File: src/pkg/aocr_defs.svh
`ifndef AOCR_DEFS_SVH
`define AOCR_DEFS_SVH
// Serial frame layout
`define AOCR_FRAME_BITS     6'd32
`define AOCR_HEADER         12'h001
`define AOCR_HDR_MSB        31
`define AOCR_HDR_LSB        20
`define AOCR_ADDR_MSB       19
`define AOCR_ADDR_LSB       16
// Register addresses
`define AOCR_ADDR_CFG       4'h1
`define AOCR_ADDR_OFS1      4'h2
// Reset values
`define AOCR_CFG_RESET      16'hb2ff
`define AOCR_OFS1_RESET     16'h007f
// Field positions
`define AOCR_CFG_STAB_BIT   12
`define AOCR_CFG_PHASE_BIT  11
`define AOCR_CFG_SDR_BIT    10
`define AOCR_CFG_SWING_BIT  9
`define AOCR_CFG_EDGE_BIT   8
`define AOCR_OFS_MAG_MSB    15
`define AOCR_OFS_MAG_LSB    8
`define AOCR_OFS_SIGN_BIT   7
// Normal-mode defaults for settings without a pin
`define AOCR_NORM_STAB      1'b1
`define AOCR_NORM_PHASE     1'b0
`define AOCR_NORM_SDR       1'b0
`define AOCR_NORM_MAG       8'h00
`define AOCR_NORM_SIGN      1'b0
`endif

File: src/pkg/aocr_pkg.sv
package aocr_pkg;
  typedef enum logic [1:0] {
    AOCR_IDLE,
    AOCR_SHIFT
  } aocr_state_t;
endpackage

File: src/core/aocr_sync.sv
// Two-flop synchroniser for one asynchronous level
module aocr_sync (
  input  wire logic clock_i,
  input  wire logic sys_rst_i,
  input  wire logic rst_val_i,
  input  wire logic async_i,
  output logic      sync_o
);
  logic meta;

  always_ff @(posedge clock_i) begin
    if (sys_rst_i) begin
      // Reset to the pin's idle level so no false edge follows reset
      meta   <= rst_val_i;
      sync_o <= rst_val_i;
    end else begin
      meta   <= async_i;
      sync_o <= meta;
    end
  end
endmodule

File: src/core/aocr_regs.sv
// Summary of operation
// Register contents steer outputs only in extended control mode.
// Registers are write-only, no read-back, each bit has a reset value.
// Host clears dual-edge sampling enable before writing configuration.
// Config bit 12 enables duty-cycle stabilizer; resets to 1.
// Config bit 11 selects strobe phase in double-rate mode; resets 0.
// Config bit 10 chooses double-rate (0) or single-rate (1); resets 0.
// Config bit 9 selects swing, 1 standard, 0 reduced; resets 1.
// Config bit 8 picks single-rate launch edge, 1 rising; resets 0.
// Offset bits 15:8 give magnitude, zero at reset.
// Offset bit 7 gives sign, 0 positive; resets 0.
// Host writes configuration bits 15:13 as 101 and low fixed bits as ones.
// Frame is 32 bits MSB first: header 001h, 4-bit address, data.
// Host holds select low for the whole access.
// Next frame may start on the 33rd serial clock without deselect.
`include "aocr_defs.svh"
module aocr_regs (
  // System
  input  wire logic clock_i,
  input  wire logic sys_rst_i,
  // Serial write port
  input  wire logic serial_clock_i,
  input  wire logic serial_select_n_i,
  input  wire logic serial_input_line_i,
  // Mode and pins used in normal control mode
  input  wire logic extended_mode_i,
  input  wire logic swing_pin_i,
  input  wire logic launch_edge_pin_i,
  // Applied settings
  output logic       duty_stabilizer_on_o,
  output logic       strobe_phase_select_o,
  output logic       single_rate_select_o,
  output logic       swing_select_o,
  output logic       launch_edge_o,
  output logic [7:0] offset_magnitude_o,
  output logic       offset_negative_o
);
  logic        sclk_s;
  logic        sel_n_s;
  logic        sin_s;
  logic        ext_s;
  logic        swing_s;
  logic        edge_s;
  logic        sclk_d;
  logic [31:0] shift;
  logic [5:0]  count;
  logic [15:0] cfg;
  logic [15:0] ofs1;
  aocr_pkg::aocr_state_t state;

  aocr_sync u_sclk  (.clock_i(clock_i), .sys_rst_i(sys_rst_i),
    .rst_val_i(1'b0), .async_i(serial_clock_i),      .sync_o(sclk_s));
  aocr_sync u_sel   (.clock_i(clock_i), .sys_rst_i(sys_rst_i),
    .rst_val_i(1'b1), .async_i(serial_select_n_i),   .sync_o(sel_n_s));
  aocr_sync u_sin   (.clock_i(clock_i), .sys_rst_i(sys_rst_i),
    .rst_val_i(1'b0), .async_i(serial_input_line_i), .sync_o(sin_s));
  aocr_sync u_ext   (.clock_i(clock_i), .sys_rst_i(sys_rst_i),
    .rst_val_i(1'b0), .async_i(extended_mode_i),     .sync_o(ext_s));
  aocr_sync u_swing (.clock_i(clock_i), .sys_rst_i(sys_rst_i),
    .rst_val_i(1'b1), .async_i(swing_pin_i),         .sync_o(swing_s));
  aocr_sync u_edge  (.clock_i(clock_i), .sys_rst_i(sys_rst_i),
    .rst_val_i(1'b0), .async_i(launch_edge_pin_i),   .sync_o(edge_s));

  // Decode of the serial stream
  logic        sclk_rise;
  logic        selected;
  logic        last_bit;
  logic [31:0] frame;
  logic        hdr_ok;
  logic [3:0]  frame_addr;
  logic        frame_done;
  logic        wr_cfg;
  logic        wr_ofs1;
  logic        serial_on;

  assign serial_on  = ext_s;
  assign selected   = ~sel_n_s & serial_on;
  assign sclk_rise  = sclk_s & ~sclk_d & selected;
  assign last_bit   = (count == `AOCR_FRAME_BITS - 6'd1);
  assign frame      = {shift[30:0], sin_s};
  assign hdr_ok     = frame[`AOCR_HDR_MSB:`AOCR_HDR_LSB] == `AOCR_HEADER;
  assign frame_addr = frame[`AOCR_ADDR_MSB:`AOCR_ADDR_LSB];
  assign frame_done = sclk_rise & last_bit & hdr_ok;
  assign wr_cfg     = frame_done & (frame_addr == `AOCR_ADDR_CFG);
  assign wr_ofs1    = frame_done & (frame_addr == `AOCR_ADDR_OFS1);

  always_ff @(posedge clock_i) begin
    if (sys_rst_i) begin
      sclk_d <= 1'b0;
    end else begin
      sclk_d <= sclk_s;
    end
  end

  // Frame counter; wraps so the 33rd clock starts the next frame
  always_ff @(posedge clock_i) begin
    if (sys_rst_i) begin
      state <= aocr_pkg::AOCR_IDLE;
      count <= 6'd0;
      shift <= 32'h0000_0000;
    end else begin
      case (state)
        aocr_pkg::AOCR_IDLE: begin
          count <= 6'd0;
          if (selected) begin
            state <= aocr_pkg::AOCR_SHIFT;
          end
        end
        aocr_pkg::AOCR_SHIFT: begin
          if (!selected) begin
            state <= aocr_pkg::AOCR_IDLE;
            count <= 6'd0;
          end else if (sclk_rise) begin
            shift <= frame;
            count <= last_bit ? 6'd0 : count + 6'd1;
          end
        end
        default: state <= aocr_pkg::AOCR_IDLE;
      endcase
    end
  end

  // Write-only storage, no read path
  always_ff @(posedge clock_i) begin
    if (sys_rst_i) begin
      cfg  <= `AOCR_CFG_RESET;
      ofs1 <= `AOCR_OFS1_RESET;
    end else begin
      if (wr_cfg) begin
        cfg <= frame[15:0];
      end
      if (wr_ofs1) begin
        ofs1 <= frame[15:0];
      end
    end
  end

  // Selection between register and normal-mode sources
  logic       next_stab;
  logic       next_phase;
  logic       next_sdr;
  logic       next_swing;
  logic       next_edge;
  logic [7:0] next_mag;
  logic       next_sign;

  assign next_stab  = ext_s ? cfg[`AOCR_CFG_STAB_BIT]
                            : `AOCR_NORM_STAB;
  assign next_phase = ext_s ? cfg[`AOCR_CFG_PHASE_BIT]
                            : `AOCR_NORM_PHASE;
  assign next_sdr   = ext_s ? cfg[`AOCR_CFG_SDR_BIT]
                            : `AOCR_NORM_SDR;
  assign next_swing = ext_s ? cfg[`AOCR_CFG_SWING_BIT] : swing_s;
  assign next_edge  = ext_s ? cfg[`AOCR_CFG_EDGE_BIT] : edge_s;
  assign next_mag   = ext_s ? ofs1[`AOCR_OFS_MAG_MSB:`AOCR_OFS_MAG_LSB]
                            : `AOCR_NORM_MAG;
  assign next_sign  = ext_s ? ofs1[`AOCR_OFS_SIGN_BIT]
                            : `AOCR_NORM_SIGN;

  always_ff @(posedge clock_i) begin
    if (sys_rst_i) begin
      duty_stabilizer_on_o  <= `AOCR_NORM_STAB;
      strobe_phase_select_o <= `AOCR_NORM_PHASE;
      single_rate_select_o  <= `AOCR_NORM_SDR;
      swing_select_o        <= 1'b1;
      launch_edge_o         <= 1'b0;
      offset_magnitude_o    <= `AOCR_NORM_MAG;
      offset_negative_o     <= `AOCR_NORM_SIGN;
    end else begin
      duty_stabilizer_on_o  <= next_stab;
      strobe_phase_select_o <= next_phase;
      single_rate_select_o  <= next_sdr;
      swing_select_o        <= next_swing;
      launch_edge_o         <= next_edge;
      offset_magnitude_o    <= next_mag;
      offset_negative_o     <= next_sign;
    end
  end

  property p_normal_ignores;
    @(posedge clock_i) disable iff (sys_rst_i)
    !ext_s |=> (duty_stabilizer_on_o == 1'b1 && offset_magnitude_o == 8'h00);
  endproperty
  a_normal_ignores: assert property (p_normal_ignores)
    else $error("register value leaked in normal mode");

  property p_reset_values;
    @(posedge clock_i)
    sys_rst_i |=> (cfg == 16'hb2ff && ofs1 == 16'h007f);
  endproperty
  a_reset_values: assert property (p_reset_values)
    else $error("wrong reset value");

  property p_stab;
    @(posedge clock_i) disable iff (sys_rst_i)
    ext_s && $stable(ext_s) |=> duty_stabilizer_on_o == $past(cfg[12]);
  endproperty
  a_stab: assert property (p_stab)
    else $error("stabilizer output does not follow bit 12");

  property p_phase;
    @(posedge clock_i) disable iff (sys_rst_i)
    ext_s |=> strobe_phase_select_o == $past(cfg[11]);
  endproperty
  a_phase: assert property (p_phase)
    else $error("phase output does not follow bit 11");

  property p_sdr;
    @(posedge clock_i) disable iff (sys_rst_i)
    ext_s |=> single_rate_select_o == $past(cfg[10]);
  endproperty
  a_sdr: assert property (p_sdr)
    else $error("rate output does not follow bit 10");

  property p_swing;
    @(posedge clock_i) disable iff (sys_rst_i)
    1'b1 |=> swing_select_o ==
      ($past(ext_s) ? $past(cfg[9]) : $past(swing_s));
  endproperty
  a_swing: assert property (p_swing)
    else $error("swing select wrong source");

  property p_edge;
    @(posedge clock_i) disable iff (sys_rst_i)
    1'b1 |=> launch_edge_o == ($past(ext_s) ? $past(cfg[8]) : $past(edge_s));
  endproperty
  a_edge: assert property (p_edge)
    else $error("launch edge wrong source");

  property p_ofs_write;
    @(posedge clock_i) disable iff (sys_rst_i)
    wr_ofs1 ##1 ext_s |=> offset_magnitude_o == $past(ofs1[15:8], 1)
      && offset_negative_o == $past(ofs1[7], 1);
  endproperty
  a_ofs_write: assert property (p_ofs_write)
    else $error("offset write not applied");

  property p_frame_wrap;
    @(posedge clock_i) disable iff (sys_rst_i)
    sclk_rise && last_bit && state == aocr_pkg::AOCR_SHIFT |=> count == 6'd0;
  endproperty
  a_frame_wrap: assert property (p_frame_wrap)
    else $error("frame counter did not wrap after 32 bits");

  property p_bad_header;
    @(posedge clock_i) disable iff (sys_rst_i)
    sclk_rise && last_bit && !hdr_ok |=> $stable(cfg) && $stable(ofs1);
  endproperty
  a_bad_header: assert property (p_bad_header)
    else $error("write accepted with bad header");
endmodule

File: config.mk
export PLATFORM = sky130hd
export DESIGN_NAME = aocr_regs
export DESIGN_NICKNAME = d
export VERILOG_FILES = /design/src/pkg/aocr_pkg.sv /design/src/core/aocr_sync.sv /design/src/core/aocr_regs.sv
export VERILOG_INCLUDE_DIRS = /design/src /design/src/pkg
export SDC_FILE = /design/constraint.sdc
export NUM_CORES = 1
export LEC_CHECK = 0
export BUFFER_PORTS_ARGS = -buffer_cell sky130_fd_sc_hd__buf_2
export CORE_MARGIN = 1
export CORE_UTILIZATION = 35
export CTS_BUF_LIST = sky130_fd_sc_hd__clkbuf_2
export DETAILED_ROUTE_END_ITERATION = 16
export GPL_TIMING_DRIVEN = 1
export PLACE_DENSITY = 0.54
export SYNTH_ARGS = -nofsm -noshare
export SYNTH_HDL_FRONTEND = slang
export SYNTH_HIERARCHICAL = 1
export SYNTH_SLANG_ARGS = --single-unit
File: constraint.sdc
create_clock -name clock_i -period 4.95 [get_ports clock_i]
set_input_delay 0.2475 -clock clock_i [delete_from_list [all_inputs] [get_ports clock_i]]
set_output_delay 0.2475 -clock clock_i [all_outputs]
set_load 0.02 [all_outputs]
# Word level (Yosys, flattened, before mapping)
# Index checks and enable logic that the tools add are counted.
# totals
elab_cells,59
input_bits,8
ff_bits,95
out_inout_bits,14
# classes
add_sub_neg,1
mux,9
n_reduce_logical,6
eq_ne,8
bitwise_logic,10
# op_table
cell,count
two-way mux 6 bit,3
"== test 12 x 1 -> 1 bit, second input constant",1
case mux 6 bit (2 select lines),1
bitwise AND 1 bit,7
"adder 6 x 1 -> 6 bit, second input constant",1
"== test 6 x 5 -> 1 bit, second input constant",1
"== test 4 x 1 -> 1 bit, second input constant",1
"== test 4 x 2 -> 1 bit, second input constant",1
two-way mux 2 bit,2
"!= test 2 bit, second input constant",2
case mux 2 bit (2 select lines),1
AND reduction 2 bit,2
"!= test 3 bit, second input constant",1
inverter 1 bit,3
AND reduction 3 bit,1
"== test 2 x 1 -> 1 bit, second input constant",1
logical NOT 2 bit,1
two-way mux 1 bit,2
nonzero test 2 bit,1
OR reduction 2 bit,1

# Depth between registers and ports, before layout
# Gate-level depths: netlist of the first run.
# logic_depth
ltp_word,6
mapped_depth,8
ltp_nobuf,5

# By module
# The synthesis of the first run kept the hierarchy.
# by_module_without_submodules
module,n_inst,cells_per_inst,area_each_um2
aocr_regs,1,287,2479.9
aocr_sync,6,4,62.6

# Worst setup path before layout of the first run
# No wires, ideal clock.
# synth_path
kind,flip-flop to flip-flop
start,reg count[0]
end,reg cfg[12]
synth_period_minus_slack_ns,1.564
path_slack_ns,3.386
stages_incl_launch_ff,9
arrival_time_ns,1.437
t_required_ns,4.823
cell_sequence,dfxtp_1 > ha_1 > and3b_1 > buf_2 > and4_1 > buf_2 > buf_4 > nand4_1 > nand3_1
# synth_between
elab_chain_len,4
# synth_lines
item,line_no,text
"start, declared",aocr_regs.sv:46,logic [5:0] count;
"start signal, assigned",aocr_regs.sv:115,count <= last_bit ? 6'd0 : count + 6'd1;
== test 6 x 5 -> 1 bit,aocr_regs.sv:79,assign last_bit = (count == `AOCR_FRAME_BITS - 6'd1);
bitwise AND 1 bit (2 in series),aocr_regs.sv:83,assign frame_done = sclk_rise & last_bit & hdr_ok;
bitwise AND 1 bit,aocr_regs.sv:84,assign wr_cfg = frame_done & (frame_addr == `AOCR_ADDR_CFG);
"end signal, assigned",aocr_regs.sv:126,cfg <= `AOCR_CFG_RESET;
"end signal, assigned",aocr_regs.sv:130,cfg <= frame[15:0];
"end, declared",aocr_regs.sv:47,logic [15:0] cfg;
# No other way between the ends.
# A chain may end at the register's enable or synchronous reset.

# Final worst setup path of the first run
# layout_path
start,reg u_ext.sync_o
end,reg count[3]
# layout_between
elab_chain_len,4
word_cells_on_any_way,6
cone_classes,1 x eq/ne; 2 x mux; 2 x bitwise; 1 x reduce/logical
# layout_lines
item,line_no,text
"start, declared",aocr_sync.sv:7,output logic sync_o
"start signal, assigned",aocr_sync.sv:15,sync_o <= rst_val_i;
"start signal, assigned",aocr_sync.sv:18,sync_o <= meta;
bitwise AND 1 bit (*),aocr_regs.sv:77,assign selected = ~sel_n_s & serial_on;
bitwise AND 1 bit,aocr_regs.sv:78,assign sclk_rise = sclk_s & ~sclk_d & selected;
!= test 3 bit (no line),-,
AND reduction 2 bit (no line),-,
# Every way passes the cells marked *; elsewhere a longest branch is shown, timed or not.

==> qor.csv, run 1 <==
metric,value,unit
outcome,completed,
final setup TNS,0,ns
Cells after Synth,311,
vias per cell,4.667,
Setup WS pre-CTS,3.016,ns
Tot Pwr,0.9779,mW
clk slew on worst S/H paths,0.21,ns
Final Setup Violations,0,
Yosys reg bits,79,
Synth top area share,55.39,%
Startpoint Class,flop,
Rows,32,
max_cap viols,0,
Buffers on Ports,21,
worst slew pin tran,1.066,ns
Worst path max stage delay,0.62,ns
WHS Endpoint,sclk_d$_SDFF_PP0_,
Critical R2R Capture,count[3]$_SDFFE_PP0P_,
slowest CP cell,or2_1,
utilization after layout,40.99,%
PnR worst setup slack,3.023,ns
worst hold stages,3,
period utilization,38.93,%
first-pass GRT wire length,8866,microns
Placed Area,3053,sq um
Die Y-Extent,92.32,microns
antenna cells,0,
drc violations,0,
most frequent cell after synthesis,dfxtp_1,
TritonCTS Buffers,9,
YS warnings,6,
Mapped Area,2855,sq um
IO Pins,22,
clock sinks,79,
RSZ-0062 raised after global routing,false,
Die X,92.32,microns
async set-reset flop share out of synthesis,0,%
RR Startpoint,u_ext/sync_o$_DFF_P_,
Worst slew margin,28.94,%
synthesized area per cell,9.181,sq um
worst r2r path cells,4,
FMAX,518.9,MHz
critical path data required time,5.40,ns
hold crit path type,in2reg,
post-DP HPWL,3290,microns
final hold viol count,0,
Clock Tree Buf Depth,2,
"Critical Path, Cell by Cell",nand3b_2 > or2_1 > or3_1 > a31oi_1,
initial antenna violation count,0,
H-tree depth,3,
number of filler cells placed in the layout,801,
Main synth FF type,dfxtp_1,
layout cells sized above 1,15.61,%
Post-DRT Antenna Nets,0,
met1 usage,17.50,%
DR vias,2091,
M2 GR Usage,19.81,%
Iter 0 DRT Violations,157,
post-route cell area,3201,sq um
worst hold margin,0.3486,ns
GR peak layer,met2,
clock skew,0.03414,ns
Critical Path AT,2.38,ns
Leak,1.145,nW
DRT Pass-1 Iters,4,
CP max FO,32,
Worst R2R Setup Slack,3.02,ns
core area,7807,sq um
min Tclk post-route,1.927,ns
Max VDD drop,135.2,uV
Inst Count DP,426,
"Slew Viols, Final",0,
nets,350,
critical path type,reg2reg,
grt total ovfl,0,
crit end category,flop,
area grow syn2layout,12.09,%
top post-synthesis cells by area,"dfxtp_1, nand2_1, a21oi_1",
largest net degree at the start of global routing,62,
CTS tree,built,
most frequent cells after synthesis,"dfxtp_1, nand2_1, a21oi_1, nand4_1, clkbuf_1",
count of cell types in the netlist,35,
Total Routing Usage GR,13.32,%
Post-synth EDFFs,0,
Die Area,8523,sq um
RD Place Congestion,0.7942,
CTS Root Buffer Type,clkbuf_2,
Worst-Skew Late Latency,0.51,ns
register area share after synthesis,55.39,%
drt total wl,5207,microns
hold path startpoint,sys_rst_i,
starting density of the core,36.57,%
power per cell area,305.5,nW/um^2
via count of the first global-routing pass,1863,
cell taking the most area after synthesis,dfxtp_1,
WL per Instance,11.62,microns
final non-filler cell total,448,
grt met3 use,4.433,%
==> worst max-delay path: cells and delay by family, from the launching register on <==
family | cells | cell delay [ns]
AOI/OAI and AO/OA | 1 | 0.15
DFF | 1 | 0.47
and+or+nand+nor | 3 | 1.27
==> flip-flops by register name (all words and copies together), names as in the netlist, 5 cells and up <==
signal	flops
cfg	5
count	6
offset_magnitude_o	8
ofs1	9
shift	31
==> cell type report <==
class | instances | area [sq um] | share of cell area [%]
Inverter | 1 | 3.754 | 0.1173
Clock inverter | 6 | 37.54 | 1.173
Multi-Input combinational cell | 221 | 1220 | 38.12
Timing Repair Buffer | 29 | 180.2 | 5.629
Clock buffer | 10 | 50.05 | 1.564
Sequential cell | 79 | 1582 | 49.41
Tap cell | 102 | 127.6 | 3.987
==> cells by family after synthesis <==
logic type,share of synthesized area [%]
compound gates,10.65
xor+xnor,0.6136
fa+ha+maj,0.4381
buf+inv,3.199
flops,55.39
mux,6.486
other cells,0.2630
simple gates,22.96
==> layer usage <==
metal	routed length (microns)	vias to the layer above
li1	-	1106
met5	0	-
met1	2642	949
met2	2309	28
met3	179	8
met4	76	0
==> cells in the final DEF, fill, tap and decap left out, types with 2 or more instances in the layout <==
master,n
conb_1,12
clkbuf_2,10
o21ai_1,4
dfxtp_1,79
nor2_1,8
o21ai_0,8
mux2i_1,5
nand3_1,7
dlygate4sd3_1,6
clkinv_2,2
nand4_1,16
mux2_2,12
nand2_1,66
and2_1,11
buf_4,2
clkinvlp_4,2
o31ai_1,2
buf_2,21
nand2b_1,4
nor4b_2,2
nor2b_1,6
a21oi_1,43
==> where the power goes <==
| group | leakage, nW | total (mW) | internal (mW) | switching, mW |
|---|---|---|---|---|
| Combinational | 0.448 | 0.0434 | 0.0191 | 0.0243 |
| Sequential | 0.642 | 0.652 | 0.648 | 0.00433 |
| Clock | 0.0553 | 0.282 | 0.0653 | 0.217 |
==> what timing repair did <==
action	4_1_cts	5_1_grt
hold endpoints to repair	6	0
hold buffers	6	0
setup buffers	0	0
gates resized for setup	0	0
==> worst max-delay path by stage <==
stage                                startpoint                     to  slack [ns]  cells past startpoint
after floorplan           count[0]$_SDFFE_PP0P_   cfg[12]$_SDFFE_PP1P_        3.39                      8
after global placement     u_sel/sync_o$_DFF_P_  count[3]$_SDFFE_PP0P_        3.05                      4
after detailed placement   u_sel/sync_o$_DFF_P_  count[3]$_SDFFE_PP0P_        3.02                      4
after CTS                  u_ext/sync_o$_DFF_P_  count[3]$_SDFFE_PP0P_        3.00                      4
after global routing       u_ext/sync_o$_DFF_P_  count[3]$_SDFFE_PP0P_        2.79                      4
final                      u_ext/sync_o$_DFF_P_  count[3]$_SDFFE_PP0P_        3.02                      4
No activity file was read; power rests on OpenSTA's default activity.
==> inputs of run 2 (changes only) <==
--- a/config.mk
+++ b/config.mk
@@ -6,13 +6,14 @@
 export SDC_FILE = /design/constraint.sdc
 export NUM_CORES = 1
 export LEC_CHECK = 0
+export ABC_AREA = 1
 export BUFFER_PORTS_ARGS = -buffer_cell sky130_fd_sc_hd__buf_2
 export CORE_MARGIN = 1
 export CORE_UTILIZATION = 35
 export CTS_BUF_LIST = sky130_fd_sc_hd__clkbuf_2
 export DETAILED_ROUTE_END_ITERATION = 16
 export GPL_TIMING_DRIVEN = 1
-export PLACE_DENSITY = 0.54
+export PLACE_DENSITY = 0.56
 export SYNTH_ARGS = -nofsm -noshare
 export SYNTH_HDL_FRONTEND = slang
 export SYNTH_HIERARCHICAL = 1
==> constraint.sdc (replaced) <==
create_clock -name clock_i -period 1.7 [get_ports clock_i]
set_input_delay 0.085 -clock clock_i [delete_from_list [all_inputs] [get_ports clock_i]]
set_output_delay 0.085 -clock clock_i [all_outputs]
set_load 0.02 [all_outputs]
==> qor.csv, run 2 <==
metric,value,unit,change
outcome,completed,,
critical path type,reg2reg,,
H-tree depth,3,,unchanged
Yosys reg bits,79,,unchanged
Clock Tree Buf Depth,2,,unchanged
area grow syn2layout,20.43,%,
first-pass GRT wire length,9611,microns,+8.4%
Synth top area share,54.72,%,-0.67 points
DRT Pass-1 Iters,4,,unchanged
Worst path max stage delay,0.42,ns,-0.20 ns
vias per cell,4.407,,-5.6%
Die Area,8626,sq um,+1.2%
CTS Root Buffer Type,clkbuf_2,,
"CP delay by family, top",simple AND/OR/NAND/NOR gates,,
hold crit path type,in2reg,,
Buffers on Ports,21,,unchanged
"Slew Viols, Final",0,,unchanged
TritonCTS Buffers,9,,unchanged
top post-synthesis cells by area,"dfxtp_1, nor2_1, nand2_1",,
Die X,92.88,microns,+0.60%
Mapped Area,2890,sq um,+1.2%
Startpoint Class,flop,,
clock skew,0.02558,ns,-0.008565 ns
Main synth FF type,dfxtp_1,,
slowest CP cell,dfxtp_1,,
YS warnings,6,,unchanged
grt total ovfl,0,,unchanged
clk slew on worst S/H paths,0.21,ns,about the same
CP max FO,9,,-72%
worst r2r path cells,7,,+3
Worst-Skew Late Latency,0.53,ns,+0.02 ns
Post-synth EDFFs,0,,unchanged
RSZ-0062 raised after global routing,true,,
cell taking the most area after synthesis,dfxtp_1,,
sum of buffers and inverters on the critical path,1,,+1
Post-DRT Antenna Nets,0,,unchanged
Leak,1.572,nW,+37%
crit end category,flop,,
drt total wl,5535,microns,+6.3%
max_cap viols,0,,unchanged
"commonest non-fill, non-tap cell in the layout",nor2_1,,
Top Registers,"shift (31), ofs1 (9), offset_magnitude_o (8)",,
initial antenna violation count,0,,unchanged
starting density of the core,36.83,%,+0.26 points
WL per Instance,10.48,microns,-9.8%
worst hold stages,4,,+1
register area share after synthesis,54.72,%,-0.67 points
Cells after Synth,373,,+20%
"Most flops, register",shift,,
IO Pins,22,,unchanged
nets,430,,+23%
Final Setup Violations,0,,unchanged
final hold viol count,0,,unchanged
FMAX,620.9,MHz,+20%
Iter 0 DRT Violations,94,,-40%
period utilization,94.74,%,+56 points
RD Place Congestion,0.7628,,-4.0%
core area,7848,sq um,+0.51%
Max VDD drop,413.7,uV,+210%
Crit. path cell count,7,,+3
post-DP HPWL,3178,microns,-3.4%
largest net degree at the start of global routing,51,,-18%
most frequent cells after synthesis,"nor2_1, dfxtp_1, nand2_1, o21ai_0, inv_1",,
worst hold margin,0.1876,ns,-0.1610 ns
CTS tree,built,,
Critical Path AT,2.07,ns,-0.31 ns
async set-reset flop share out of synthesis,0,%,unchanged
utilization after layout,44.36,%,+3.4 points
"Critical Path, Cell by Cell",ha_1 > nand3_1 > nor2_4 > buf_12 > nand4_4 > nor2_1 > nor2_2,,
Total Routing Usage GR,14.21,%,+0.89 points
critical path data required time,2.16,ns,-3.24 ns
clock sinks,79,,unchanged
via count of the first global-routing pass,2267,,+22%
Die Y-Extent,92.88,microns,+0.60%
power per cell area,888.4,nW/um^2,+190%
antenna cells,0,,unchanged
min Tclk post-route,1.611,ns,-0.3164 ns
most frequent cell after synthesis,nor2_1,,
synthesized area per cell,7.749,sq um,-16%
drc violations,0,,unchanged
layout cells sized above 1,13.62,%,-2.0 points
max reg flops,31,,unchanged
count of cell types in the netlist,28,,-20%
most frequent cells in the layout,"nor2_1, nand2_1, dfxtp_1, o21ai_0, inv_1",,
Rows,32,,unchanged
Tot Pwr,3.092,mW,+220%
DR vias,2327,,+11%
run 2: cell types whose count changed in the layout (fill, tap and decap cells not counted), sizes merged, moves of 14 or more:
cell         change
nor2            +97
dlygate4sd3     +14
inv             +31
a21oi           -31
nand2           +14
o21ai           +24
run 2: area by class of cell:
cell class	instances	area, sq um
Clock inverter	6	60.06
Timing Repair Buffer	45	372.9
Sequential cell	79	1583
Multi-Input combinational cell	255	1171
Tap cell	102	127.6
Clock buffer	10	50.05
Inverter	31	116.4
Fill cell	827	4367
run 2: cells by family after synthesis:
group           Yosys count  share of synthesized area, %
flops                    79                         54.72
simple gates            197                         29.31
compound gates           50                         8.961
other cells               2                        0.2598
buf+inv                  44                         6.320
fa+ha+maj                 1                        0.4328
run 2: final timing paths:
check                                            from                     to  slack, ns
worst min register to register     u_sin/meta$_DFF_P_   u_sin/sync_o$_DFF_P_       0.45
worst max register to register  count[1]$_SDFFE_PP0P_  ofs1[13]$_SDFFE_PP0P_       0.09
worst min-delay path                        sys_rst_i   cfg[12]$_SDFFE_PP1P_       0.19
worst max-delay path            count[1]$_SDFFE_PP0P_  ofs1[13]$_SDFFE_PP0P_       0.09
run 2: routing by layer:
| layer | vias up | share of wire [%] | GRT usage (%) |
|---|---|---|---|
| met4 | 0 | 1.7 | 5.385 |
| met2 | 28 | 46 | 24.33 |
| met5 | - | 0 | 0 |
| met1 | 1043 | 49 | 15.88 |
| met3 | 11 | 3.9 | 5.419 |
| li1 | 1245 | - | - |
run 2: worst min-delay path, delay by kind of cell:
kind / cells / cell delay, ns
AND/OR/NAND/NOR: 1 / 0.09
buffers and inverters: 3 / 0.51
run 2: timing repair:
action / CTS / global route
buffers inserted: 0 / 1
hold buffers: 20 / 0
hold endpoints to repair: 16 / 0
setup endpoints to repair: 0 / 9
resized for setup: 0 / 3
run 2: through the flow:
step,TNS (ns),cell area (sq um),instances,worst slack (ns)
floorplan,0,2905,377,0.2529
global route,-0.04135,3481,528,-0.02181
finish,0,3481,528,0.08943
CTS,0,3430,526,0.1059
detailed placement,0,3119,490,0.1364
global placement,0,3119,490,0.1534
run 2: power breakdown:
part	switching, mW	leakage (nW)	internal, mW
Clock	0.640	0.0697	0.341
Sequential	0.0206	0.642	1.90
Combinational	0.111	0.860	0.0845
Total	0.771	1.57	2.32
